<file path="config.mk">
export PLATFORM = sky130hd
export DESIGN_NAME = nv_self_prog_seq
export DESIGN_NICKNAME = d
export VERILOG_FILES = /design/src/nv_seq_pkg.sv /design/src/nv_array_if.sv /design/src/nv_self_prog_seq.sv /design/src/nv_array_timer.sv
export SDC_FILE = /design/constraint.sdc
export NUM_CORES = 1
export LEC_CHECK = 0
export BUFFER_PORTS_ARGS = -buffer_cell sky130_fd_sc_hd__buf_2
export CORE_MARGIN = 1.5
export CORE_UTILIZATION = 25
export CTS_CLUSTER_DIAMETER = 80
export DETAILED_ROUTE_END_ITERATION = 10
export HOLD_SLACK_MARGIN = 0.06
export PLACE_DENSITY_LB_ADDON = 0.3
export SYNTH_ARGS = -nofsm -noshare
export SYNTH_HDL_FRONTEND = slang
export SYNTH_SLANG_ARGS = --single-unit
</file>
<file path="constraint.sdc">
create_clock -name clock -period 4.58 [get_ports clock]
set_clock_uncertainty 0.15 [all_clocks]
set_input_delay 0.229 -clock clock [delete_from_list [all_inputs] [get_ports clock]]
set_output_delay 0.229 -clock clock [all_outputs]
set_load 0.02 [all_outputs]
</file>
<file path="src/nv_seq_pkg.sv">
// package: register map, field positions and timing for the self-programming sequencer
package nv_seq_pkg;
	localparam int ADDR_W = 12;
	localparam logic [ADDR_W-1:0] OFS_CONTROL = 12'h000;
	localparam logic [ADDR_W-1:0] OFS_KEY = 12'h004;
	localparam logic [ADDR_W-1:0] OFS_ADDR_HIGH = 12'h008;
	localparam logic [ADDR_W-1:0] OFS_ADDR_LOW = 12'h00c;
	localparam int CTL_START_BIT = 15;
	localparam int CTL_ERR_BIT = 13;
	localparam int CTL_OP_LSB = 0;
	localparam int CTL_OP_W = 2;
	localparam logic [15:0] CONTROL_RESET = 16'h0000;
	localparam logic [7:0] ADDR_HIGH_RESET = 8'h00;
	localparam logic [15:0] ADDR_LOW_RESET = 16'h0000;
	localparam logic [7:0] KEY_FIRST = 8'h55;
	localparam logic [7:0] KEY_SECOND = 8'haa;
	localparam int TARGET_W = 24;
	localparam int CLK_HZ = 25000000;
	localparam int ERASE_TIME_US = 20000;
	localparam int WORD_TIME_US = 50;
	localparam int ERASE_CYCLES = (ERASE_TIME_US * (CLK_HZ / 1000000));
	localparam int WORD_CYCLES = (WORD_TIME_US * (CLK_HZ / 1000000));
	localparam int PAGE_WORDS_LOG2 = 10;
	localparam logic [1:0] PAIR_BASE_LOW = 2'h2;
	localparam logic [CTL_OP_W-1:0] OP_PROGRAM_PAIR = 2'h1;
	localparam logic [CTL_OP_W-1:0] OP_ERASE_PAGE = 2'h2;
	typedef enum logic [1:0] {
		ST_IDLE = 2'b00,
		ST_LAUNCH = 2'b01,
		ST_BUSY = 2'b11,
		ST_DONE = 2'b10
	} seq_state_e;
endpackage : nv_seq_pkg

</file>
<file path="src/nv_array_if.sv">
// interface: request/complete carrier between sequencer and array timer
`timescale 1ns/1ps
`default_nettype none
interface nv_array_if;
	logic go;
	logic erase;
	logic [23:0] addr;
	logic busy;
	logic done;
	modport seq (output go, output erase, output addr, input busy, input done);
	modport arr (input go, input erase, input addr, output busy, output done);
endinterface : nv_array_if
`default_nettype wire

</file>
<file path="src/nv_self_prog_seq.sv">
// top: run-time self-programming sequencer with APB register access
`timescale 1ns/1ps
`default_nettype none
module nv_self_prog_seq #(
	parameter int ERASE_CNT = nv_seq_pkg::ERASE_CYCLES,
	parameter int WORD_CNT = nv_seq_pkg::WORD_CYCLES
) (
	input wire logic clock,
	input wire logic rst_n,
	input wire logic psel,
	input wire logic penable,
	input wire logic pwrite,
	input wire logic [nv_seq_pkg::ADDR_W-1:0] paddr,
	input wire logic [31:0] pwdata,
	output logic [31:0] prdata,
	output logic pready,
	output logic pslverr,
	output logic cpu_stall,
	output logic array_go,
	output logic array_erase,
	output logic [nv_seq_pkg::TARGET_W-1:0] array_addr
);
	import nv_seq_pkg::*;

	// internal carrier to the array timer; the pins below are registered copies
	nv_array_if link ();

	// -----------------------------------------
	// bus decode
	// -----------------------------------------
	logic wr_en;
	logic rd_en;
	logic hit;
	logic sel_ctl;
	logic sel_key;
	logic sel_high;
	logic sel_low;
	// a transfer counts only at the edge where the access phase is answered
	assign wr_en = psel && penable && pready && pwrite;
	assign rd_en = psel && penable && pready && !pwrite;

	// one select per register; any other address is unmapped
	always_comb begin
		sel_ctl = 1'b0;
		sel_key = 1'b0;
		sel_high = 1'b0;
		sel_low = 1'b0;
		if (paddr == OFS_CONTROL) begin
			sel_ctl = 1'b1;
		end else if (paddr == OFS_KEY) begin
			sel_key = 1'b1;
		end else if (paddr == OFS_ADDR_HIGH) begin
			sel_high = 1'b1;
		end else if (paddr == OFS_ADDR_LOW) begin
			sel_low = 1'b1;
		end
	end
	assign hit = sel_ctl || sel_key || sel_high || sel_low;

	// -----------------------------------------
	// registers
	// -----------------------------------------
	logic [CTL_OP_W-1:0] op_sel_r;
	logic start_r;
	logic err_r;
	logic [7:0] addr_high_r;
	logic [15:0] addr_low_r;
	logic key_half_r;
	logic unlocked_r;
	seq_state_e state_r;
	seq_state_e state_nxt;
	logic start_wr;
	logic start_ok;
	logic op_valid;

	// only the two defined operation codes may launch
	assign op_valid = (pwdata[CTL_OP_LSB +: CTL_OP_W] == OP_PROGRAM_PAIR) ||
		(pwdata[CTL_OP_LSB +: CTL_OP_W] == OP_ERASE_PAGE);

	// start write is only honoured while idle and unlocked
	assign start_wr = wr_en && sel_ctl && pwdata[CTL_START_BIT];
	assign start_ok = start_wr && unlocked_r && (state_r == ST_IDLE) && op_valid;

	// upper address byte; frozen while an operation runs
	always_ff @(posedge clock) begin
		if (!rst_n) begin
			addr_high_r <= ADDR_HIGH_RESET;
		end else if (wr_en && sel_high && state_r == ST_IDLE) begin
			addr_high_r <= pwdata[7:0];
		end
	end

	// lower address half-word; frozen while an operation runs
	always_ff @(posedge clock) begin
		if (!rst_n) begin
			addr_low_r <= ADDR_LOW_RESET;
		end else if (wr_en && sel_low && state_r == ST_IDLE) begin
			addr_low_r <= pwdata[15:0];
		end
	end

	// operation select, also frozen while busy
	always_ff @(posedge clock) begin
		if (!rst_n) begin
			op_sel_r <= CONTROL_RESET[CTL_OP_LSB +: CTL_OP_W];
		end else if (wr_en && paddr == OFS_CONTROL && state_r == ST_IDLE) begin
			op_sel_r <= pwdata[CTL_OP_LSB +: CTL_OP_W];
		end
	end

	// first key half: set by 0x55, dropped by any other write, so
	// no other write may come between the two halves
	always_ff @(posedge clock) begin
		if (!rst_n) begin
			key_half_r <= 1'b0;
		end else if (wr_en) begin
			key_half_r <= sel_key && (pwdata[7:0] == KEY_FIRST);
		end
	end

	// unlock: set only by 0xaa right after 0x55; any other write, the control
	// write that it enables included, spends it, so start must follow at once
	always_ff @(posedge clock) begin
		if (!rst_n) begin
			unlocked_r <= 1'b0;
		end else if (wr_en) begin
			unlocked_r <= sel_key && key_half_r && (pwdata[7:0] == KEY_SECOND);
		end
	end

	// refused start flag: sticky, cleared by writing control with bit 13 set;
	// a new refusal in the same cycle wins over the clear
	always_ff @(posedge clock) begin
		if (!rst_n) begin
			err_r <= 1'b0;
		end else if (start_wr && !start_ok) begin
			err_r <= 1'b1;
		end else if (wr_en && paddr == OFS_CONTROL && pwdata[CTL_ERR_BIT]) begin
			err_r <= 1'b0;
		end
	end

	// -----------------------------------------
	// sequencer state machine
	// -----------------------------------------
	always_comb begin
		state_nxt = state_r;
		case (state_r)
			ST_IDLE: begin
				if (start_ok) begin
					state_nxt = ST_LAUNCH;
				end
			end
			ST_LAUNCH: begin
				state_nxt = ST_BUSY;
			end
			ST_BUSY: begin
				if (link.done) begin
					state_nxt = ST_DONE;
				end
			end
			ST_DONE: begin
				state_nxt = ST_IDLE;
			end
			default: begin
				state_nxt = ST_IDLE;
			end
		endcase
	end

	always_ff @(posedge clock) begin
		if (!rst_n) begin
			state_r <= ST_IDLE;
		end else begin
			state_r <= state_nxt;
		end
	end

	// start bit set by an accepted start, cleared by hardware at completion
	always_ff @(posedge clock) begin
		if (!rst_n) begin
			start_r <= CONTROL_RESET[CTL_START_BIT];
		end else if (start_ok) begin
			start_r <= 1'b1;
		end else if (state_r == ST_DONE) begin
			start_r <= 1'b0;
		end
	end

	// -----------------------------------------
	// array request
	// -----------------------------------------
	logic [TARGET_W-1:0] target;
	logic [TARGET_W-1:0] target_aligned;
	assign target = {addr_high_r, addr_low_r};
	// erase masks down to the page base; program lands on the pair boundary
	assign target_aligned = (op_sel_r == OP_ERASE_PAGE) ?
		(target & ~TARGET_W'((1 << PAGE_WORDS_LOG2) - 1)) :
		{target[TARGET_W-1:2], PAIR_BASE_LOW};

	// go is a single-cycle pulse; address and kind stay frozen until idle
	assign link.go = (state_r == ST_LAUNCH);
	assign link.erase = (op_sel_r == OP_ERASE_PAGE);
	assign link.addr = target_aligned;

	nv_array_timer #(
		.ERASE_CNT(ERASE_CNT),
		.WORD_CNT(WORD_CNT)
	) u_timer (
		.clock(clock),
		.rst_n(rst_n),
		.arr(link)
	);

	// -----------------------------------------
	// array pins and processor stall
	// -----------------------------------------

	// registered array pins; they trail the internal request by one cycle
	always_ff @(posedge clock) begin
		if (!rst_n) begin
			array_go <= 1'b0;
			array_erase <= 1'b0;
			array_addr <= '0;
		end else begin
			array_go <= link.go;
			array_erase <= link.erase;
			array_addr <= link.addr;
		end
	end

	// stall rises at the accepting edge and falls with the return to idle
	always_ff @(posedge clock) begin
		if (!rst_n) begin
			cpu_stall <= 1'b0;
		end else begin
			cpu_stall <= start_ok || (state_nxt != ST_IDLE);
		end
	end

	// -----------------------------------------
	// apb answer: no wait states, unmapped gives pslverr
	// -----------------------------------------
	logic [31:0] rd_mux;

	// read mux; the key register is write-only and reads as zero
	always_comb begin
		rd_mux = 32'h0;
		if (sel_ctl) begin
			rd_mux = {16'h0, start_r, 1'b0, err_r, 11'h0, op_sel_r};
		end else if (sel_high) begin
			rd_mux = {24'h0, addr_high_r};
		end else if (sel_low) begin
			rd_mux = {16'h0, addr_low_r};
		end
	end

	// ready and error answer the setup cycle, so no access has a wait state
	always_ff @(posedge clock) begin
		if (!rst_n) begin
			pready <= 1'b0;
			pslverr <= 1'b0;
		end else begin
			pready <= psel && !penable;
			pslverr <= psel && !penable && !hit;
		end
	end

	// read data captured in the setup cycle, valid in the single access cycle
	always_ff @(posedge clock) begin
		if (!rst_n) begin
			prdata <= 32'h0;
		end else if (psel && !penable && !pwrite) begin
			prdata <= rd_mux;
		end else begin
			prdata <= 32'h0;
		end
	end

	// writes and reads in the access phase act only once pready is high
	logic unused_rd;
	assign unused_rd = rd_en;
endmodule : nv_self_prog_seq
`default_nettype wire

</file>
<file path="src/nv_array_timer.sv">
// array-side timer: holds the operation for the full erase or write time
`timescale 1ns/1ps
`default_nettype none
module nv_array_timer #(
	parameter int ERASE_CNT = nv_seq_pkg::ERASE_CYCLES,
	parameter int WORD_CNT = nv_seq_pkg::WORD_CYCLES
) (
	input wire logic clock,
	input wire logic rst_n,
	nv_array_if.arr arr
);
	import nv_seq_pkg::*;

	// -----------------------------------------
	// operation timer
	// -----------------------------------------
	logic [31:0] count_r;
	logic busy_r;
	logic done_r;

	// a go pulse while busy is ignored; the sequencer never issues one
	always_ff @(posedge clock) begin
		if (!rst_n) begin
			count_r <= 32'h0;
			busy_r <= 1'b0;
			done_r <= 1'b0;
		end else begin
			done_r <= 1'b0;
			if (!busy_r && arr.go) begin
				busy_r <= 1'b1;
				count_r <= arr.erase ? 32'(ERASE_CNT - 1) : 32'(WORD_CNT - 1);
			end else if (busy_r) begin
				if (count_r == 32'h0) begin
					busy_r <= 1'b0;
					done_r <= 1'b1;
				end else begin
					count_r <= count_r - 32'h1;
				end
			end
		end
	end

	assign arr.busy = busy_r;
	assign arr.done = done_r;
endmodule : nv_array_timer
`default_nettype wire

</file>
==> qor.yml <==
ys_ff_latch: 110
cts_sinks: 110
clk_pin_slew_ns: 0.07
worstPathMaxFanout: 28
end_kind: "register"
synth.top_cell.area_share_pct: 48.1
core-area_sq_um: 18000
dpl.hpwl_microns: 8000
fin_nets: 649
drive_above_1_share_pct: 18.8
rsz0062_at_grt: "no"
yosysSeqAreaShare_pct: 48.1
hold_violations: 0
period_needed_ns: 2.73
clock-root-buffer: "clkbuf_16"
status: "completed"
maxCapViolations: 0
syn_area_per_cell_sq_um: 8.96
yosysUniqueCellTypes: 61
clk_latency_ns: 0.35
netlist_area_sq_um: 4580
grt_pass1_wl_microns: 19000
yosys_warnings: 0
stdcell_count: 830
dpl.cell_count: 795
busiest_layer: "met2"
timing.final.crit_share_pct: 59.6
leakage_uw: 0.00245
grt_max_degree: 65
crit_type: "reg -> reg"
critPathSlowestCell: "o31ai_4"
slew_viol_final: 0
synth_edf_count: 0
dieArea_sq_um: 19100
die_height_microns: 138
tightest_slew_ns: 0.998
routed_via_density: 4.76
wl_microns: 11300
io_pins: 110
htreeDepth: 3
arrival_ns: 2.82
start_util_pct: 25.5
place_congestion: 0.821
synth_cells: 511
drt-initial-drc-count: 187
postCtsSetupBuffers: 0
vias: 3952
num_rows: 49
pwr_density_cell_nw_per_um2: 324
clock.fmax_mhz: 366
cts.path.max_buffers: 2
antenna_found_initial: 0
overflow: 0
hp-class: "in -> reg"
worstPathRequired_ns: 4.67
detail-route-antenna-nets: 0
setup_viol: 0
n_antenna_cell: 0
yosys-top-cells-area: "dfxtp_1 48%, nand2_1 4.4%, o21ai_1 3.8%"
drcViolationCount: 0
grt_usage_pct: 12.1
grt_pass1_vias: 3793
path_cells: "nor4_2 -> nand4_2 -> o31ai_4 -> o21ai_1 -> a32o_1"
dieWidth_microns: 138
startpoint_type: "register"
cts_tree: "yes"
area_delta_synth_final_pct: 22.2
ir_worst_vdd_mv: 0.224
met1_usage_pct: 16.4
firstDrtPassIters: 4
synth_flop_cell: "dfxtp_1"
async_reset_ff_share_pct: 0
use_met3_pct: 2.11
max_stage_delay_ns: 0.85
numPortBuffers: 76
cts_made_buffers: 9
synth_area_leader_cell: "dfxtp_1"
wl_per_cell_microns: 13.6
relSlewSlack_pct: 33.5
use_met2_pct: 19.2
fin_setup_tns_ns: 0
-- routing by layer --
metal	share of wire, %	wire, microns
met5	0	0
met4	1.7	197
met3	3.6	409
met2	46	5170
met1	49	5530
-- Yosys cell counts (3+ instances only) --
cell,number
a21oi_1,20
a31oi_1,3
a32o_1,8
and2_1,8
and3_1,11
buf_2,4
buf_4,19
clkbuf_1,17
dfxtp_1,110
ha_1,4
inv_1,26
mux2i_1,8
nand2_1,54
nand2b_1,4
nand3_1,34
nand4_1,4
nand4_2,3
nor2_1,24
nor3_1,8
nor4_1,10
o211ai_1,5
o21ai_0,7
o21ai_1,35
o31a_1,5
o31ai_1,11
or3_1,14
or4_1,15
-- worst max-delay path, delay by kind of cell (launching register included) --
kind	cells	cell delay, ns
DFF	1	0.37
AOI/OAI and AO/OA	3	1.26
and+or+nand+nor	2	0.84
-- logic make-up (layout without fill, tap and decap cells) --
family / count (synthesis) / after routing / synth area share (%)
AND/OR/NAND/NOR: 210 / 210 / 26.1
flip-flops: 110 / 110 / 48.1
AO/OA/AOI/OAI: 109 / 109 / 15.6
buffers and inverters: 69 / 143 / 7.32
multiplexers: 8 / 8 / 1.75
adder cells (fa/ha/maj): 4 / 4 / 1.09
other: 1 / 17 / 0.0819
-- state kept, by name, summed over array words and instances (netlist names), 2 cells and up --
signal,count
prdata,16
op_sel_r,2
array_addr,23
u_timer.count_r,32
state_r,2
addr_low_r,16
addr_high_r,8
-- final cells by class --
type	instances	area [sq um]
fillers	1882	12400
inverters	28	105
flip-flops and latches	110	2200
multi-input cells	348	2110
clock buffers	11	243
repair buffers	99	601
well taps	229	287
clock inverters	5	48.8
-- timing repair --
| action | 4_1_cts | 5_1_grt |
|---|---|---|
| endpoints found under the hold margin | 29 | 0 |
| hold buffers | 19 | 0 |
| gates resized for setup | 0 | 0 |
-- report_power, final --
part / internal [uW] / switching [uW] / total, uW
combinational: 26.9 / 51.1 / 78.0
clock: 398 / 378 / 776
sequential: 956 / 0.431 / 957
total: 1380 / 430 / 1810
-- cell usage in the layout, fill, tap and decap left out, types with 3 or more instances in the layout --
| master | netlist | routed |
|---|---|---|
| dlygate4sd3_1 | 0 | 19 |
| a21oi_1 | 20 | 20 |
| nand2_1 | 54 | 54 |
| nor4_1 | 10 | 9 |
| nand4_2 | 3 | 3 |
| clkbuf_16 | 0 | 9 |
| o21ai_0 | 7 | 7 |
| buf_4 | 19 | 4 |
| nor4_2 | 2 | 3 |
| o21ai_1 | 35 | 35 |
| and2_1 | 8 | 8 |
| buf_2 | 4 | 76 |
| or4_1 | 15 | 15 |
| a31oi_1 | 3 | 3 |
| ha_1 | 4 | 4 |
| nand3_1 | 34 | 34 |
| o31a_1 | 5 | 5 |
| nand2b_1 | 4 | 4 |
| mux2i_1 | 8 | 8 |
| nand4_1 | 4 | 4 |
| nor3_1 | 8 | 8 |
| dfxtp_1 | 110 | 110 |
| or3_1 | 14 | 14 |
| a32o_1 | 8 | 8 |
| conb_1 | 1 | 17 |
| inv_1 | 26 | 26 |
| o31ai_1 | 11 | 11 |
| o211ai_1 | 5 | 5 |
| and3_1 | 11 | 11 |
| nor2_1 | 24 | 24 |
-- stage by stage --
step	total power (uW)	hold slack, ns	instance area (sq um)	utilization (%)	setup WS, ns
after floorplan	1030	0.216	4640	-	2.16
after detailed placement	1040	0.280	5110	28.5	1.90
after global routing	1880	0.124	5590	31.1	1.70
final	1810	0.107	5590	31.1	1.85
after CTS	1840	0.0963	5590	31.1	1.88
after global placement	1040	0.257	5110	28.5	1.90
-- path summary, 6_finish.rpt --
| kind | from | to | slack [ns] | cells after the start |
|---|---|---|---|---|
| min reg2reg | u_timer.arr.done | state_r[0] | 0.30 | 1 |
| max reg2reg | u_timer.count_r[8] | u_timer.count_r[3] | 1.85 | 5 |
| max | u_timer.count_r[8] | u_timer.count_r[3] | 1.85 | 5 |
| min | psel | pready | 0.11 | 3 |
Power figures use the tool's default switching activity.
